<file path="src/shared/iwh_defines.vh">
`ifndef IWH_DEFINES_VH
`define IWH_DEFINES_VH

// register addresses
`define IWH_STATUS_ADDR   7'h0a
`define IWH_INTERRUPT_CONTROL_ADDR     7'h0b

// interrupt control fields
`define IWH_GIE_BIT       0
`define IWH_EIE_BIT       1
`define IWH_TIE_BIT       2
`define IWH_CIE_BIT       3
`define IWH_EIF_BIT       4
`define IWH_TOF_BIT       5
`define IWH_CDF_BIT       6
`define IWH_INTERRUPT_CONTROL_RESET    8'h00

// status fields
`define IWH_PDF_BIT       4
`define IWH_TO_BIT        5

// vectors
`define IWH_VEC_EXT       10'h004
`define IWH_VEC_TMR       10'h008
`define IWH_VEC_CONV      10'h00c

// timing
`define IWH_INSTR_DIV     2'h3
`define IWH_WAKE_DELAY    1024
`define IWH_DOG_BITS      16
`define IWH_PRE_BITS      7

`endif

</file>
<file path="src/iwh_dog_counter.v">
`include "iwh_defines.vh"

module iwh_dog_counter #(
   parameter DOG_BITS = `IWH_DOG_BITS,
   parameter PRE_BITS = `IWH_PRE_BITS
) (
   // clock and reset
   input  wire                clk_i,
   input  wire                reset_i,
   input  wire                ce_i,
   // control
   input  wire                clear_i,
   input  wire                tick_i,
   input  wire [2:0]          pre_sel_i,
   // result
   output reg                 overflow_o
);

   reg  [PRE_BITS-1:0] pre_r;
   reg  [DOG_BITS-1:0] cnt_r;
   wire [PRE_BITS-1:0] pre_mask;
   wire                pre_done;

   // prescaler stages lengthen the period
   assign pre_mask = ~({PRE_BITS{1'b1}} << pre_sel_i);
   assign pre_done = tick_i && ((pre_r & pre_mask) == pre_mask);

   always @(posedge clk_i)
   begin
      if (reset_i)
      begin
         pre_r      <= {PRE_BITS{1'b0}};
         cnt_r      <= {DOG_BITS{1'b0}};
         overflow_o <= 1'b0;
      end
      else if (ce_i)
      begin
         overflow_o <= 1'b0;
         if (clear_i)
         begin
            pre_r <= {PRE_BITS{1'b0}};
            cnt_r <= {DOG_BITS{1'b0}};
         end
         else if (tick_i)
         begin
            pre_r <= pre_done ? {PRE_BITS{1'b0}} : pre_r + 1'b1;
            if (pre_done)
            begin
               cnt_r <= cnt_r + 1'b1;
               if (&cnt_r)
                  overflow_o <= 1'b1;
            end
         end
      end
   end

endmodule // iwh_dog_counter

</file>
<file path="src/iwh_top.v">
`include "iwh_defines.vh"

module iwh_top #(
   parameter DOG_BITS   = `IWH_DOG_BITS,
   parameter PRE_BITS   = `IWH_PRE_BITS,
   parameter WAKE_DELAY = `IWH_WAKE_DELAY
) (
   // clock and reset
   input  wire        clk_i,
   input  wire        reset_i,
   input  wire        ce_i,
   // pins
   input  wire        hw_init_pin_n_i,
   input  wire        ext_irq_pin_n_i,
   input  wire [7:0]  port_a_i,
   input  wire        dog_osc_i,
   output reg         clock_out_pin_o,
   // event sources
   input  wire        timer_ovf_i,
   input  wire        conv_done_i,
   // core register access
   input  wire [6:0]  reg_addr_i,
   input  wire        reg_wr_i,
   input  wire [7:0]  reg_wdata_i,
   output reg  [7:0]  reg_rdata_o,
   // core instructions and status
   input  wire        phase_two_tick_i,
   input  wire        stack_full_i,
   input  wire        return_from_irq_op_i,
   input  wire        dog_clear_op_i,
   input  wire        dog_clear_first_op_i,
   input  wire        dog_clear_second_op_i,
   input  wire        halt_op_i,
   // options
   input  wire        opt_dog_enable_i,
   input  wire        opt_dog_use_rc_i,
   input  wire        opt_double_clear_i,
   input  wire        opt_rc_sysosc_i,
   input  wire [2:0]  opt_dog_prescale_i,
   input  wire [7:0]  opt_wake_mask_i,
   // core control
   output reg         vector_call_o,
   output reg  [9:0]  vector_addr_o,
   output reg         chip_reset_o,
   output reg         warm_reset_o,
   output wire        core_run_o,
   output wire        sys_osc_run_o,
   output wire        halted_o,
   output reg         timeout_flag_o,
   output reg         powerdown_flag_o
);

   localparam ST_RUN  = 2'd0;
   localparam ST_HALT = 2'd1;
   localparam ST_WAKE = 2'd2;
   localparam DLY_W   = 11;
   localparam integer     DLY_LAST_I = WAKE_DELAY - 1;
   localparam [DLY_W-1:0] DLY_LAST   = DLY_LAST_I[DLY_W-1:0];

   // pin synchronisers: ext, init, dog osc, port a
   reg  [10:0] sync1_r;
   reg  [10:0] sync2_r;
   reg  [10:0] prev_r;
   wire [10:0] pins_raw;
   wire [10:0] fall;
   wire        init_low;
   wire        osc_rise;

   reg  [1:0]       state_r;
   reg  [1:0]       state_nxt;
   reg  [DLY_W-1:0] dly_r;
   reg  [DLY_W-1:0] dly_nxt;
   reg  [1:0]       div_r;
   reg  [3:0]       en_r;
   reg  [3:0]       en_nxt;
   reg  [2:0]       flg_r;
   reg  [2:0]       flg_nxt;
   reg  [2:0]       halt_flg_r;
   reg              first_r;
   reg              second_r;
   reg              to_nxt;
   reg              pdf_nxt;
   reg  [9:0]       vec_nxt;
   reg  [7:0]       rd_nxt;

   wire [2:0] events;
   wire [2:0] pend;
   wire       service;
   wire       running;
   wire       instr_tick;
   wire       dog_tick;
   wire       dog_ovf;
   wire       ovf_normal;
   wire       ovf_halt;
   wire       clr_single;
   wire       clr_double;
   wire       clr_eff;
   wire       halt_entry;
   wire       dog_clear;
   wire       wake;
   wire       chip_rst;

   assign pins_raw = {port_a_i, dog_osc_i, hw_init_pin_n_i,
                      ext_irq_pin_n_i};
   assign fall     = prev_r & ~sync2_r;
   assign init_low = ~sync2_r[1];
   assign osc_rise = sync2_r[2] & ~prev_r[2];

   always @(posedge clk_i)
   begin
      if (reset_i)
      begin
         sync1_r <= 11'h7ff;
         sync2_r <= 11'h7ff;
         prev_r  <= 11'h7ff;
      end
      else if (ce_i)
      begin
         sync1_r <= pins_raw;
         sync2_r <= sync1_r;
         prev_r  <= sync2_r;
      end
   end

   // system clock run and instruction clock
   assign running    = (state_r != ST_HALT);
   assign instr_tick = running && (div_r == `IWH_INSTR_DIV);

   always @(posedge clk_i)
   begin
      if (reset_i)
      begin
         div_r           <= 2'h0;
         clock_out_pin_o <= 1'b0;
      end
      else if (ce_i)
      begin
         if (running)
            div_r <= div_r + 2'h1;
         clock_out_pin_o <= opt_rc_sysosc_i & div_r[1];
      end
   end

   // interrupt request logic
   assign events  = {conv_done_i, timer_ovf_i,
                     fall[0]};
   assign pend    = flg_r & en_r[3:1];
   assign service = (state_r == ST_RUN) && phase_two_tick_i &&
                    en_r[`IWH_GIE_BIT] &&
                    !stack_full_i &&
                    (|pend);
   assign chip_rst = init_low | ovf_normal;

   always @*
   begin
      en_nxt  = en_r;
      flg_nxt = flg_r;
      vec_nxt = vector_addr_o;
      if (reg_wr_i && (reg_addr_i == `IWH_INTERRUPT_CONTROL_ADDR))
      begin
         en_nxt  = reg_wdata_i[3:0];
         flg_nxt = reg_wdata_i[6:4];
      end
      if (return_from_irq_op_i)
         en_nxt[`IWH_GIE_BIT] = 1'b1;
      if (service)
      begin
         en_nxt[`IWH_GIE_BIT] = 1'b0;
         if (pend[0])
         begin
            vec_nxt    = `IWH_VEC_EXT;
            flg_nxt[0] = 1'b0;
         end
         else if (pend[1])
         begin
            vec_nxt    = `IWH_VEC_TMR;
            flg_nxt[1] = 1'b0;
         end
         else
         begin
            vec_nxt    = `IWH_VEC_CONV;
            flg_nxt[2] = 1'b0;
         end
      end
      flg_nxt = flg_nxt | events;
      if (chip_rst)
      begin
         en_nxt  = 4'h0;
         flg_nxt = 3'h0;
      end
   end

   always @(posedge clk_i)
   begin
      if (reset_i)
      begin
         en_r          <= 4'h0;
         flg_r         <= 3'h0;
         vector_call_o <= 1'b0;
         vector_addr_o <= 10'h000;
      end
      else if (ce_i)
      begin
         en_r          <= en_nxt;
         flg_r         <= flg_nxt;
         vector_call_o <= service;
         vector_addr_o <= vec_nxt;
      end
   end

   // watchdog clear instructions
   assign clr_single = (state_r == ST_RUN) && opt_dog_enable_i &&
                       !opt_double_clear_i && dog_clear_op_i;
   assign clr_double = (state_r == ST_RUN) && opt_dog_enable_i &&
                       opt_double_clear_i &&
                       (first_r | dog_clear_first_op_i) &&
                       (second_r | dog_clear_second_op_i);
   assign clr_eff    = clr_single | clr_double;
   assign halt_entry = (state_r == ST_RUN) && halt_op_i;
   assign dog_clear  = init_low | clr_eff | halt_entry;

   always @(posedge clk_i)
   begin
      if (reset_i)
      begin
         first_r  <= 1'b0;
         second_r <= 1'b0;
      end
      else if (ce_i)
      begin
         if (clr_double || init_low || !opt_double_clear_i)
         begin
            first_r  <= 1'b0;
            second_r <= 1'b0;
         end
         else if ((state_r == ST_RUN) && opt_dog_enable_i)
         begin
            first_r  <= first_r | dog_clear_first_op_i;
            second_r <= second_r | dog_clear_second_op_i;
         end
      end
   end

   // watchdog clock source and counter
   assign dog_tick = opt_dog_enable_i &&
                     (opt_dog_use_rc_i ? osc_rise
                                       : instr_tick);

   iwh_dog_counter #(
      .DOG_BITS (DOG_BITS),
      .PRE_BITS (PRE_BITS)
   ) u_dog (
      .clk_i      (clk_i),
      .reset_i    (reset_i),
      .ce_i       (ce_i),
      .clear_i    (dog_clear),
      .tick_i     (dog_tick),
      .pre_sel_i  (opt_dog_prescale_i),
      .overflow_o (dog_ovf)
   );

   assign ovf_normal = dog_ovf && (state_r != ST_HALT);
   assign ovf_halt   = dog_ovf && (state_r == ST_HALT);

   // status flags, timeout set wins over clear, powerdown clear wins over set
   always @*
   begin
      to_nxt  = timeout_flag_o;
      pdf_nxt = powerdown_flag_o;
      if (halt_entry)
      begin
         to_nxt  = 1'b0;
         pdf_nxt = 1'b1;
      end
      if (clr_eff)
      begin
         to_nxt  = 1'b0;
         pdf_nxt = 1'b0;
      end
      if (dog_ovf)
         to_nxt = 1'b1;
   end

   // halt and wake sequencing
   assign wake = init_low | dog_ovf |
                 (|(fall[10:3] & opt_wake_mask_i)) |
                 (|(flg_r & ~halt_flg_r));

   always @*
   begin
      state_nxt = state_r;
      dly_nxt   = dly_r;
      case (state_r)
         ST_RUN:
         begin
            if (chip_rst)
            begin
               state_nxt = ST_WAKE;
               dly_nxt   = {DLY_W{1'b0}};
            end
            else if (halt_op_i)
               state_nxt = ST_HALT;
         end
         ST_HALT:
         begin
            if (wake)
            begin
               state_nxt = ST_WAKE;
               dly_nxt   = {DLY_W{1'b0}};
            end
         end
         ST_WAKE:
         begin
            if (init_low)
               dly_nxt = {DLY_W{1'b0}};
            else if (dly_r == DLY_LAST)
               state_nxt = ST_RUN;
            else
               dly_nxt = dly_r + 1'b1;
         end
         default:
         begin
            state_nxt = ST_RUN;
            dly_nxt   = {DLY_W{1'b0}};
         end
      endcase
   end

   // register read data
   always @*
   begin
      rd_nxt = 8'h00;
      if (reg_addr_i == `IWH_INTERRUPT_CONTROL_ADDR)
         rd_nxt = {1'b0, flg_r, en_r};
      else if (reg_addr_i == `IWH_STATUS_ADDR)
      begin
         rd_nxt[`IWH_TO_BIT]  = timeout_flag_o;
         rd_nxt[`IWH_PDF_BIT] = powerdown_flag_o;
      end
   end

   always @(posedge clk_i)
   begin
      if (reset_i)
      begin
         state_r          <= ST_RUN;
         dly_r            <= {DLY_W{1'b0}};
         halt_flg_r       <= 3'h0;
         timeout_flag_o   <= 1'b0;
         powerdown_flag_o <= 1'b0;
         chip_reset_o     <= 1'b0;
         warm_reset_o     <= 1'b0;
         reg_rdata_o      <= 8'h00;
      end
      else if (ce_i)
      begin
         state_r          <= state_nxt;
         dly_r            <= dly_nxt;
         timeout_flag_o   <= to_nxt;
         powerdown_flag_o <= pdf_nxt;
         chip_reset_o     <= chip_rst;
         warm_reset_o     <= ovf_halt;
         reg_rdata_o      <= rd_nxt;
         if (halt_entry)
            halt_flg_r <= flg_r;
      end
   end

   assign core_run_o    = (state_r == ST_RUN);
   assign sys_osc_run_o = running;
   assign halted_o      = (state_r == ST_HALT);

endmodule // iwh_top
</file>
<file path="config.mk">
export PLATFORM = sky130hd
export DESIGN_NAME = iwh_top
export DESIGN_NICKNAME = d
export VERILOG_FILES = /design/src/iwh_dog_counter.v /design/src/iwh_top.v
export VERILOG_INCLUDE_DIRS = /design/src /design/src/shared
export SDC_FILE = /design/constraint.sdc
export NUM_CORES = 1
export LEC_CHECK = 0
export BUFFER_PORTS_ARGS = -buffer_cell sky130_fd_sc_hd__buf_2
export CAP_MARGIN = 10
export CORE_MARGIN = 8
export CORE_UTILIZATION = 30
export DETAILED_ROUTE_END_ITERATION = 10
export PLACE_DENSITY = 0.55
export SLEW_MARGIN = 20
export SYNTH_ARGS = -nofsm -noshare
export SYNTH_HDL_FRONTEND = slang
export SYNTH_SLANG_ARGS = --single-unit
</file>
<file path="constraint.sdc">
create_clock -name clk_i -period 2.9 [get_ports clk_i]
set_input_delay 0.435 -clock clk_i [delete_from_list [all_inputs] [get_ports clk_i]]
set_output_delay 0.435 -clock clk_i [all_outputs]
set_load 0.05 [all_outputs]
</file>
## Word-level counts from Yosys, hierarchy flattened

Cells that the tools add are included.

- Register bits: 108
- Logic and storage cells: 157

- Add/subtract/negate cells: 4
- Equality and inequality tests: 14
- Shifts and indexed selects: 1
- Multiplexer cells: 48
- Bitwise gates (word level): 22
- Reductions and logical operators: 45

Operators with widths:

| operator | number |
|---|---|
| 16-bit two-way mux | 3 |
| 11-bit two-way mux | 4 |
| 11-bit one-hot mux with 3 select lines | 1 |
| 7-bit two-way mux | 3 |
| 1-bit two-way mux | 20 |
| 2-bit AND reduction | 9 |
| 1-bit logical AND | 17 |
| 16-bit by 1-bit adder with 16-bit output, second input constant | 1 |
| 2-bit two-way mux | 8 |
| 4-bit two-way mux | 4 |
| 16-bit AND reduction | 1 |
| 7-bit by 4-bit == test with 1-bit output, second input constant | 2 |
| 3-bit two-way mux | 4 |
| 11-bit by 1-bit adder with 11-bit output, second input constant | 1 |
| 11-bit bitwise AND | 1 |
| 11-bit by 10-bit == test with 1-bit output, second input constant | 1 |
| 11-bit inverter | 1 |
| 2-bit nonzero test | 5 |
| 1-bit OR | 9 |
| 8-bit bitwise AND | 1 |
| 8-bit OR reduction | 1 |
| 7-bit by 1-bit adder with 7-bit output, second input constant | 1 |
| 7-bit bitwise AND | 1 |
| 7-bit == test | 1 |
| other kinds (24) | 34 |

## Depth between registers and ports, before layout

Gate-level depths: netlist of run 1.

- Word-level depth: 10
- Gate-level depth with buffers: 8
- Gate-level depth less buffers: 7

## Cells and area by module

Synthesis of run 1 repeated with hierarchy kept, for this count alone.

- Cell total of the unflattened synthesis: 542
- Area total of the unflattened synthesis: 4729.5 µm²

Modules (own cells, without submodules):

| module | instances | cells each | area each (µm²) | sequential area each (µm²) |
|---|---|---|---|---|
| iwh_top | 1 | 378 | 3424.5 | 1481.4 |
| iwh_dog_counter | 1 | 164 | 1305.0 | 480.5 |

## Least setup slack after synthesis of run 1

No wires, ideal clock.

- Path kind: register -> register
- Start point: register state_r[1]
- End point: register u_dog.cnt_r[14]
- Data arrival time: 2.514 ns
- Setup slack: 0.315 ns
- Stages on the path, launching flop included: 9
- Path buffers: 2
- Period minus slack after synthesis: 2.585 ns
- Cell sequence: dfxtp_1 -> nor2_1 -> nand2_1 -> and3_1 -> clkbuf_1 -> o32a_2 -> buf_2 -> or3_1 -> a21oi_1

- Longest elaborated chain between the ends: 10

RTL lines:

| item | line | RTL |
|---|---|---|
| start, declared | iwh_top.v:69 | `reg [1:0] state_r;` |
| start signal, assigned | iwh_top.v:357 | `state_r <= state_nxt;` |
| 2-bit zero test * | - |  |
| via core_run_o | iwh_top.v:46 | `output wire core_run_o,` |
| 1-bit logical AND | iwh_top.v:212, iwh_top.v:214 |  |
| 1-bit logical AND | iwh_top.v:214 | `assign clr_double = (state_r == ST_RUN) && opt_dog_enable_i &&` |
| 1-bit logical AND | iwh_top.v:215 | `opt_double_clear_i &&` |
| 1-bit logical AND | iwh_top.v:216 | `(first_r \| dog_clear_first_op_i) &&` |
| 1-bit OR | iwh_top.v:218 | `assign clr_eff = clr_single \| clr_double;` |
| 1-bit OR | iwh_top.v:220 | `assign dog_clear = init_low \| clr_eff \| halt_entry;` |
| 1-bit OR * | iwh_top.v:220 |  |
| 2-bit nonzero test (no source line) | - |  |
| 3-bit AND reduction (no source line) | - |  |
| end signal, assigned | iwh_dog_counter.v:33 | `cnt_r <= {DOG_BITS{1'b0}};` |
| end signal, assigned | iwh_dog_counter.v:42 | `cnt_r <= {DOG_BITS{1'b0}};` |
| end signal, assigned | iwh_dog_counter.v:49 | `cnt_r <= cnt_r + 1'b1;` |
| end, declared | iwh_dog_counter.v:20 | `reg [DOG_BITS-1:0] cnt_r;` |

The timed path passes the listed nets; every way through them passes the cells marked *.
A chain may end at the register's enable or synchronous reset.

## Final worst setup path of run 1

- Start point: register state_r[1]
- End point: register u_dog.cnt_r[12]

- Longest elaborated chain between the ends: 10

RTL lines:

| item | line |
|---|---|
| 2-bit zero test | iwh_top.v:212, iwh_top.v:214, iwh_top.v:219 |
| 1-bit logical AND | iwh_top.v:212, iwh_top.v:214 |
| 1-bit logical AND | iwh_top.v:214 |
| 1-bit logical AND | iwh_top.v:215 |
| 1-bit logical AND | iwh_top.v:216 |
| 1-bit OR | iwh_top.v:218 |
| 1-bit OR (2 in series) | iwh_top.v:220 |
| 2-bit nonzero test (no source line) | - |
| 3-bit AND reduction (no source line) | - |

Parallel ways exist; a longest one is shown, timed or not.

==> metrics.cfg, run 1 <==
[outcome]
status = completed

[sta]
setup_viol = 0
finalMaxSlewViolations = 0
fin_crit_sh_pct = 83.9
fin_skew_ns = 0.00817
max_freq_mhz = 411
tightest_slew_ns = 0.905
fin_tns_setup_ns = 0
hold_viol_final = 0
min_period_ns = 2.43
worst_slack_ns = 0.466
grt_setup_unrepaired = no
max_slew_margin_pct = 39.1

[die]
die_h_um = 138
placementRows = 44
dieWidth_um = 138
fp.coreArea_um2 = 14600
dieArea_um2 = 19200
io_pins = 81
initial_utilization_pct = 30.8

[grt]
grt_pass1_vias = 3772
antenna_found_initial = 2
grt_max_degree = 61
grt_util_all_layers_pct = 11.7
grt_overflow = 0
grt_first_pass_wirelength_um = 18800

[placed_design]
detailed_place_hpwl_um = 8380
place_area_um2 = 5020
place_ws_ns = 0.450
port_buffers = 70
place_congestion = 0.838

[cells_and_area]
mostFrequentLayoutCells = dfxtp_1, nand2_1, buf_2, nor2_1, mux2i_1
final_common_cell = dfxtp_1
drive_above_1_share_pct = 18.9
final_net_count = 639
fillerInstances = 1489
final_cell_area_um2 = 5310
area_delta_synth_final_pct = 17.9

[synthesis]
async_flop_share_pct = 0
yosysTopAreaCell = dfxtp_1
synth_cells = 517
synth_area_um2 = 4500
yosysSeqAreaShare_pct = 43.6
synth_edf_count = 0
yosysWarningCount = 0
syn_avg_cell_area_um2 = 8.71
ys_types = 71
synth.top_cell.area_share_pct = 43.6
synth_ff_type = dfxtp_1
synth-seq-cells = 98
synthTopCellsByArea = dfxtp_1, mux2i_1, nand2_1, nor2_1, a21oi_1

[clock_tree]
cts_sinks = 98
cts_htree_levels = 3
tritoncts = built
post_cts_resized = 0
clk_path_buf_depth = 2
cts_buffers = 9
cts_root_buf = clkbuf_16
ctsHoldBuffers = 0
clock_latency_ns = 0.34
post-cts-setup-buffer-count = 0
clk_pin_slew_ns = 0.07

[routing]
wl_per_cell_um = 14.9
first_iter_violations = 261
drc_errors = 0
vias_per_cell = 5.14
drtPass1Iterations = 4
wirelength_um = 11500
num_vias = 3962
ant_nets = 0

[setup_path]
crit_type = reg -> reg
crit_family = simple AND/OR/NAND/NOR gates
cp.arrival_ns = 2.71
endpoint_kind = flop
path_max_fanout = 14
cp_num_buf_inv = 2
path_cells = or2b_2 -> inv_2 -> nor3b_1 -> o21ai_1 -> buf_4 -> o32a_2 -> or4b_1 -> a21oi_1
crit_path_top_delay_cell = o32a_2
cpPeakStageDelay_ns = 0.50
worst_setup_path_start_kind = flop
required_ns = 3.17

[pwr]
p_per_area_nw_per_um2 = 546
p_clk_share_pct = 40.2
leakage_nw = 2.08
switching_power_mw = 0.740
p_comb_share_pct = 11.2
power.internal_mw = 2.16
vdd_drop_max_v = 0.000470
power.share.sequential_pct = 48.7
switching_share_pct = 25.6

[worst_hold_path]
min-delay-path-class = in -> reg

[flow_run]
maxCapViolations = 0

[cells in the mapped netlist, drive strengths merged, types with 5 or more instances]
cell / count
dfxtp: 98
nand2: 78
nor2: 42
mux2i: 37
a21oi: 26
clkbuf: 23
nand3: 18
nor3: 15
o21ai: 14
buf: 13
nand4: 11
a22oi: 10
inv: 10
xnor2: 9
nand3b: 7
o31ai: 7
or3: 7
or4: 7
a211oi: 5
and3: 5
o311ai: 5
[worst reg2reg max path: cells and delay by family, from the launching register on]
kind	cells	cell delay (ns)
and+or+nand+nor	3	0.86
AOI/OAI and AO/OA	3	0.83
DFF	1	0.40
buffers and inverters	2	0.28
[metal layers]
metal | global-route usage (%) | vias up | wire [um]
met2 | 18.9 | 89 | 5510
met1 | 13.9 | 1880 | 5140
met5 | 0 | - | 12
met3 | 4.55 | 8 | 729
met4 | 4.23 | 2 | 94
li1 | - | 1983 | -
[sequential cells by signal, indices dropped and copies added, names as in the netlist, 2 cells and up]
register,count
reg_rdata_o,7
vector_addr_o,2
en_r,4
u_dog.cnt_r,16
prev_r,10
sync1_r,11
div_r,2
halt_flg_r,3
u_dog.pre_r,7
dly_r,11
sync2_r,11
flg_r,3
state_r,2
[final cells by class]
cell class                      instances  area (um2)  share of cell area (%)
Timing Repair Buffer                   81         433                    8.16
Clock buffer                           10         229                    4.32
Tap cell                              184         230                    4.34
Sequential cell                        98        1960                    37.0
Multi-Input combinational cell        381        2350                    44.4
Clock inverter                          6        57.6                    1.08
Inverter                               10        37.5                   0.708
Antenna cell                            1        2.50                  0.0472
[power groups by stage]
stage	registers, mW	logic (mW)	clock network (mW)
CTS	1.41	0.326	1.21
finish	1.41	0.323	1.16
detailed placement	1.44	0.324	0
global placement	1.44	0.318	0
global route	1.41	0.357	1.26
floorplan	1.44	0.229	0
[logic make-up (layout without fill, tap and decap cells)]
logic type      Yosys count  in the layout  share of synthesized area, %
flops                    98             98                          43.6
other cells               1             10                        0.0833
fa+ha+maj                 4              4                          1.11
compound gates          103            103                          15.9
simple gates            214            214                          23.4
xor+xnor                 12             12                          2.34
buf+inv                  46            107                          4.78
mux                      39             39                          8.73
[path summary, 6_finish.rpt]
| path | cells past startpoint | from | endpoint | slack (ns) |
|---|---|---|---|---|
| max reg2reg | 8 | state_r[1]$_SDFFE_PP0P_ | u_dog.cnt_r[12]$_SDFFE_PP0P_ | 0.47 |
| min | 3 | port_a_i[2] | sync1_r[5]$_SDFFE_PP1P_ | 0.31 |
| min reg2reg | 1 | dly_r[10]$_SDFFE_PP0P_ | dly_r[10]$_SDFFE_PP0P_ | 0.45 |
| max | 8 | state_r[1]$_SDFFE_PP0P_ | u_dog.cnt_r[12]$_SDFFE_PP0P_ | 0.47 |
[through the flow]
step / cells / util (%) / hold slack (ns) / total power [mW]
2_1_floorplan: 525 / - / 0.428 / 1.67
3_3_place_gp: 754 / 34.4 / 0.433 / 1.76
3_5_place_dp: 754 / 34.4 / 0.436 / 1.76
4_1_cts: 770 / 36.3 / 0.291 / 2.94
5_1_grt: 771 / 36.4 / 0.298 / 3.03
6_report: 771 / 36.4 / 0.307 / 2.90
(Power assumes the default switching activity.)
==> run 2, diff against run 1 <==
--- a/config.mk
+++ b/config.mk
@@ -11,7 +11,7 @@
 export CORE_MARGIN = 8
 export CORE_UTILIZATION = 30
 export DETAILED_ROUTE_END_ITERATION = 10
-export PLACE_DENSITY = 0.55
+export PLACE_DENSITY = 0.57
 export SLEW_MARGIN = 20
 export SYNTH_ARGS = -nofsm -noshare
 export SYNTH_HDL_FRONTEND = slang
==> constraint.sdc (replaced) <==
create_clock -name clk_i -period 2.2 [get_ports clk_i]
set_input_delay 0.33 -clock clk_i [delete_from_list [all_inputs] [get_ports clk_i]]
set_output_delay 0.33 -clock clk_i [all_outputs]
set_load 0.05 [all_outputs]
==> run 2 against run 1 <==
Maximum frequency increased by 14%. Total power increased by 30%. Sequential share of layout area decreased by 1.0 points. First-iteration DRC count decreased by 40%. Largest power group unchanged. Largest cell class unchanged. Setup slack got worse by 0.40 ns. Flip-flop and latch count unchanged.
==> metrics.cfg, run 2 (synthesis gave the netlist of run 1 again) <==
[sta]
setup_viol = 0
tightest_slew_ns = 0.593
fin_crit_sh_pct = 97.1
hold_viol_final = 0
finalMaxSlewViolations = 0
grt_setup_unrepaired = no
max_slew_margin_pct = 60.5
fin_tns_setup_ns = 0
max_freq_mhz = 468
min_period_ns = 2.14
fin_skew_ns = 0.00913

[worst_hold_path]
hold_start = ext_irq_pin_n_i
min-delay-path-class = in -> reg
hold-path-cell-count = 3
hold_path_end = sync1_r[0]$_SDFFE_PP1P_

[grt]
antenna_found_initial = 3
grt_first_pass_wirelength_um = 19200
grt_pass1_vias = 3890
grt_overflow = 0
grt_util_all_layers_pct = 12.0
grt_max_degree = 36

[routing]
ant_nets = 0
wirelength_um = 11700
wl_per_cell_um = 14.9
drtPass1Iterations = 4
vias_per_cell = 5.13
first_iter_violations = 157
num_vias = 4037
drc_errors = 0

[setup_path]
worst_setup_path_start_kind = flop
required_ns = 2.48
reg2reg_to = u_dog.cnt_r[12]$_SDFFE_PP0P_
path_cells = or3b_1 -> a21o_1 -> and3_1 -> o32a_4 -> or4b_1 -> a21oi_1
crit_path_top_delay_cell = or4b_1
endpoint_kind = flop
path_max_fanout = 10
cpPeakStageDelay_ns = 0.47
reg2reg_depth = 6
r2r_slack_ns = 0.06
timing.rr.start = state_r[0]$_SDFFE_PP0P_
crit_type = reg -> reg
cp.arrival_ns = 2.41

[placed_design]
dpl.cell_count = 773
port_buffers = 70
detailed_place_hpwl_um = 8770
place_congestion = 0.829

[cells_and_area]
area_delta_synth_final_pct = 21.3
largest_reg_flops = 16
final_common_cell = dfxtp_1
final_net_count = 658
fin_cells = 787
drive_above_1_share_pct = 22.1
largest-register = u_dog.cnt_r
fillerInstances = 1477
mostFrequentLayoutCells = dfxtp_1, nand2_1, buf_2, nor2_1, mux2i_1
diodes = 0

[clock_tree]
cts_htree_levels = 3
cts_root_buf = clkbuf_16
cts_buffers = 9
clk_path_buf_depth = 2
clk_pin_slew_ns = 0.07
post_cts_resized = 0
ctsHoldBuffers = 0
clock_latency_ns = 0.35
tritoncts = built
post-cts-setup-buffer-count = 0
cts_sinks = 98

[die]
fp.coreArea_um2 = 14600
die_h_um = 138
dieWidth_um = 138
placementRows = 44
io_pins = 81
dieArea_um2 = 19200
initial_utilization_pct = 30.8

[pwr]
vdd_drop_max_v = 0.000393
leakage_nw = 2.16
p_per_area_nw_per_um2 = 689

[outcome]
status = completed

[flow_run]
maxCapViolations = 0

run 2: cell types whose count changed in the layout (fill, tap and decap cells not counted), moves of 2 or more:
cell      delta
clkinv_2     -4
buf_4       +19
dfxtp_1      -2
dfxtp_2      +2
run 2: area by class of cell:
| cell class | count | area [um2] | area share [%] |
|---|---|---|---|
| multi-input cells | 381 | 2380 | 43.7 |
| repair buffers | 100 | 576 | 10.5 |
| inverters | 10 | 45.0 | 0.825 |
| clock buffers | 12 | 246 | 4.51 |
| flip-flops and latches | 98 | 1960 | 36.0 |
| well taps | 184 | 230 | 4.22 |
| clock inverters | 2 | 15.0 | 0.275 |
run 2: power by group:
| part | switching, mW | internal [mW] | total [mW] |
|---|---|---|---|
| logic | 0.292 | 0.180 | 0.472 |
| clock network | 0.655 | 0.786 | 1.44 |
| registers | 0.0320 | 1.82 | 1.85 |
run 2: how the worst max path moves through the flow:
stage	depth (start not counted)	endpoint	startpoint	slack, ns
after floorplan	8	u_dog.cnt_r[14]$_SDFFE_PP0P_	state_r[0]$_SDFFE_PP0P_	-0.08
after global placement	6	u_dog.pre_r[0]$_SDFFE_PP0P_	opt_dog_prescale_i[1]	0.006
after detailed placement	6	u_dog.pre_r[1]$_SDFFE_PP0P_	opt_dog_prescale_i[1]	-0.02
after CTS	7	u_dog.cnt_r[12]$_SDFFE_PP0P_	state_r[0]$_SDFFE_PP0P_	0.06
after global routing	6	u_dog.cnt_r[12]$_SDFFE_PP0P_	state_r[0]$_SDFFE_PP0P_	0.01
final	6	u_dog.cnt_r[12]$_SDFFE_PP0P_	state_r[0]$_SDFFE_PP0P_	0.06
run 2: worst max-delay path: cells and delay by family, from the launching register on:
kind               cells  cell delay [ns]
and+or+nand+nor        3             1.10
AOI/OAI and AO/OA      3             0.60
DFF                    1             0.35
run 2: stage by stage:
step | total power [mW] | utilization [%] | setup slack, ns | cell area, um2 | hold slack (ns)
floorplan | 2.20 | - | -0.0754 | 4550 | 0.428
global placement | 2.35 | 35.5 | 0.00574 | 5180 | 0.432
detailed placement | 2.36 | 35.5 | -0.0208 | 5180 | 0.451
CTS | 3.81 | 37.3 | 0.0617 | 5440 | 0.181
global route | 3.92 | 37.4 | 0.00971 | 5460 | 0.199
finish | 3.76 | 37.4 | 0.0637 | 5460 | 0.193
run 2: routing by layer:
metal  vias to the layer above  global-route usage, %  share of wire [%]
li1                       2015                      -                  -
met3                        19                   3.73                5.6
met5                         -                      0               0.29
met2                        87                   19.7                 48
met4                         6                   6.06                2.0
met1                      1910                   13.9                 44
==> run 3, diff against run 2 <==
--- a/config.mk
+++ b/config.mk
@@ -8,10 +8,12 @@
 export LEC_CHECK = 0
 export BUFFER_PORTS_ARGS = -buffer_cell sky130_fd_sc_hd__buf_2
 export CAP_MARGIN = 10
+export CELL_PAD_IN_SITES_DETAIL_PLACEMENT = 0
+export CELL_PAD_IN_SITES_GLOBAL_PLACEMENT = 1
 export CORE_MARGIN = 8
 export CORE_UTILIZATION = 30
 export DETAILED_ROUTE_END_ITERATION = 10
-export PLACE_DENSITY = 0.57
+export PLACE_DENSITY = 0.7
 export SLEW_MARGIN = 20
 export SYNTH_ARGS = -nofsm -noshare
 export SYNTH_HDL_FRONTEND = slang
==> run 3 against run 2 <==
Critical endpoint is now u_dog.cnt_r[15]$_SDFFE_PP0P_. Global-route usage decreased by 0.26 points. Hold slack got worse by 0.0016 ns. First-iteration DRC count increased by 37%. Count of clock-buffer cells in the layout decreased by 2. Register-to-register slack about the same. Via count decreased by 2.3%. Cell count decreased by 0.13%.
==> metrics.cfg, run 3 (synthesis gave the netlist of run 1 again) <==
[sta]
setup_viol = 0
tightest_slew_ns = 0.568
max_slew_margin_pct = 62.2
grt_setup_unrepaired = yes
hold_viol_final = 0
finalMaxSlewViolations = 0
fin_crit_sh_pct = 96.8
fin_skew_ns = 0.00432
min_period_ns = 2.13
max_freq_mhz = 469
fin_tns_setup_ns = 0

[setup_path]
crit_type = reg -> reg
required_ns = 2.49
path_cells = nand2_1 -> a21o_1 -> a211o_1 -> or4_4 -> or4_4 -> a21oi_2
cp_num_buf_inv = 0
path_max_fanout = 4
timing.rr.start = u_dog.pre_r[3]$_SDFFE_PP0P_
crit_path_top_delay_cell = or4_4
cp.arrival_ns = 2.42
reg2reg_to = u_dog.cnt_r[15]$_SDFFE_PP0P_
cp_common_cell = or4_4
r2r_slack_ns = 0.07
worst_setup_path_start_kind = flop
endpoint_kind = flop
reg2reg_depth = 6
cpPeakStageDelay_ns = 0.56
crit_family = simple AND/OR/NAND/NOR gates

[worst_hold_path]
min-delay-path-class = in -> reg
hold_start = ext_irq_pin_n_i
hold-path-cell-count = 3
hold_path_end = sync1_r[0]$_SDFFE_PP1P_

[pwr]
p_per_area_nw_per_um2 = 732
fin_total_pwr_mw = 4.04
switching_share_pct = 25.1
power.share.sequential_pct = 45.8
switching_power_mw = 1.02
vdd_drop_max_v = 0.000652
power.internal_mw = 3.02
p_comb_share_pct = 11.6
leakage_nw = 2.19
p_clk_share_pct = 42.6

[die]
dieArea_um2 = 19200
fp.coreArea_um2 = 14600
dieWidth_um = 138
placementRows = 44
io_pins = 81
initial_utilization_pct = 30.8
die_h_um = 138

[routing]
ant_nets = 0
wirelength_um = 11600
vias_per_cell = 5.02
drc_errors = 0
num_vias = 3944
first_iter_violations = 215
wl_per_cell_um = 14.8
drtPass1Iterations = 4

[cells_and_area]
final_cell_area_um2 = 5510
final_common_cell = dfxtp_1
largest-register = u_dog.cnt_r
fin_cells = 786
area_delta_synth_final_pct = 22.5
final_util_pct = 37.8
largest_reg_flops = 16
final_net_count = 655
diodes = 0
drive_above_1_share_pct = 22.6
mostFrequentLayoutCells = dfxtp_1, nand2_1, buf_2, nor2_1, mux2i_1

[grt]
antenna_found_initial = 1
grt_util_all_layers_pct = 11.8
grt_max_degree = 41
grt_pass1_vias = 3884
grt_overflow = 0
grt_first_pass_wirelength_um = 18700

[clock_tree]
clk_path_buf_depth = 2
cts_buffers = 9
clock_latency_ns = 0.35
tritoncts = built
cts_sinks = 98
cts_root_buf = clkbuf_16
clk_pin_slew_ns = 0.07
cts_htree_levels = 3

[placed_design]
dpl.cell_count = 770
port_buffers = 70
place_area_um2 = 5160
place_congestion = 0.786
detailed_place_hpwl_um = 8690

[flow_run]
maxCapViolations = 0

[outcome]
status = completed

-- run 3: per-layer routing --
| metal | up-vias | GRT usage (%) | wire (um) |
|---|---|---|---|
| li1 | 2013 | - | - |
| met1 | 1831 | 13.6 | 5250 |
| met2 | 85 | 20.0 | 5560 |
| met3 | 13 | 4.04 | 670 |
| met4 | 2 | 3.83 | 159 |
| met5 | - | 0 | 10 |
-- run 3: worst max-delay path by stage --
stage	start	end	slack [ns]	cells past startpoint
after floorplan	state_r[0]$_SDFFE_PP0P_	u_dog.cnt_r[14]$_SDFFE_PP0P_	-0.08	8
after global placement	opt_dog_prescale_i[1]	u_dog.pre_r[0]$_SDFFE_PP0P_	-0.01	6
after detailed placement	opt_dog_prescale_i[1]	u_dog.pre_r[5]$_SDFFE_PP0P_	-0.05	6
after CTS	state_r[0]$_SDFFE_PP0P_	u_dog.pre_r[1]$_SDFFE_PP0P_	0.03	7
after global routing	state_r[0]$_SDFFE_PP0P_	u_dog.cnt_r[12]$_SDFFE_PP0P_	-0.04	7
final	u_dog.pre_r[3]$_SDFFE_PP0P_	u_dog.cnt_r[15]$_SDFFE_PP0P_	0.07	6
-- run 3: per-stage QoR --
step                      setup WS [ns]  hold WS [ns]
final                            0.0699         0.192
after global routing            -0.0387         0.192
after CTS                        0.0305         0.176
after detailed placement        -0.0509         0.441
after global placement         -0.00980         0.434
after floorplan                 -0.0754         0.428
-- run 3: power groups by stage --
| stage | registers (mW) | clock network (mW) | logic [mW] |
|---|---|---|---|
| after floorplan | 1.89 | 0 | 0.306 |
| after global placement | 1.89 | 0 | 0.457 |
| after detailed placement | 1.89 | 0 | 0.467 |
| after CTS | 1.85 | 1.77 | 0.469 |
| after global routing | 1.85 | 1.82 | 0.514 |
| final | 1.85 | 1.72 | 0.470 |
-- run 3: worst register-to-register path: cells and delay by family, from the launching register on --
kind | cells | cell delay [ns]
flip-flops | 1 | 0.34
AO/OA/AOI/OAI | 3 | 0.65
AND/OR/NAND/NOR | 3 | 1.09
-- run 3: layout make-up --
cell class	instances	area, um2
clock inverters	6	88.8
repair buffers	97	553
well taps	184	230
flip-flops and latches	98	1960
fillers	1460	9070
inverters	10	45.0
clock buffers	10	239
multi-input cells	381	2390
-- run 3: timing repair --
item | in CTS | in global routing
hold buffers | 0 | 0
gates resized for setup | 0 | 5
buffers inserted | 0 | 0
setup endpoints to repair | 0 | 12
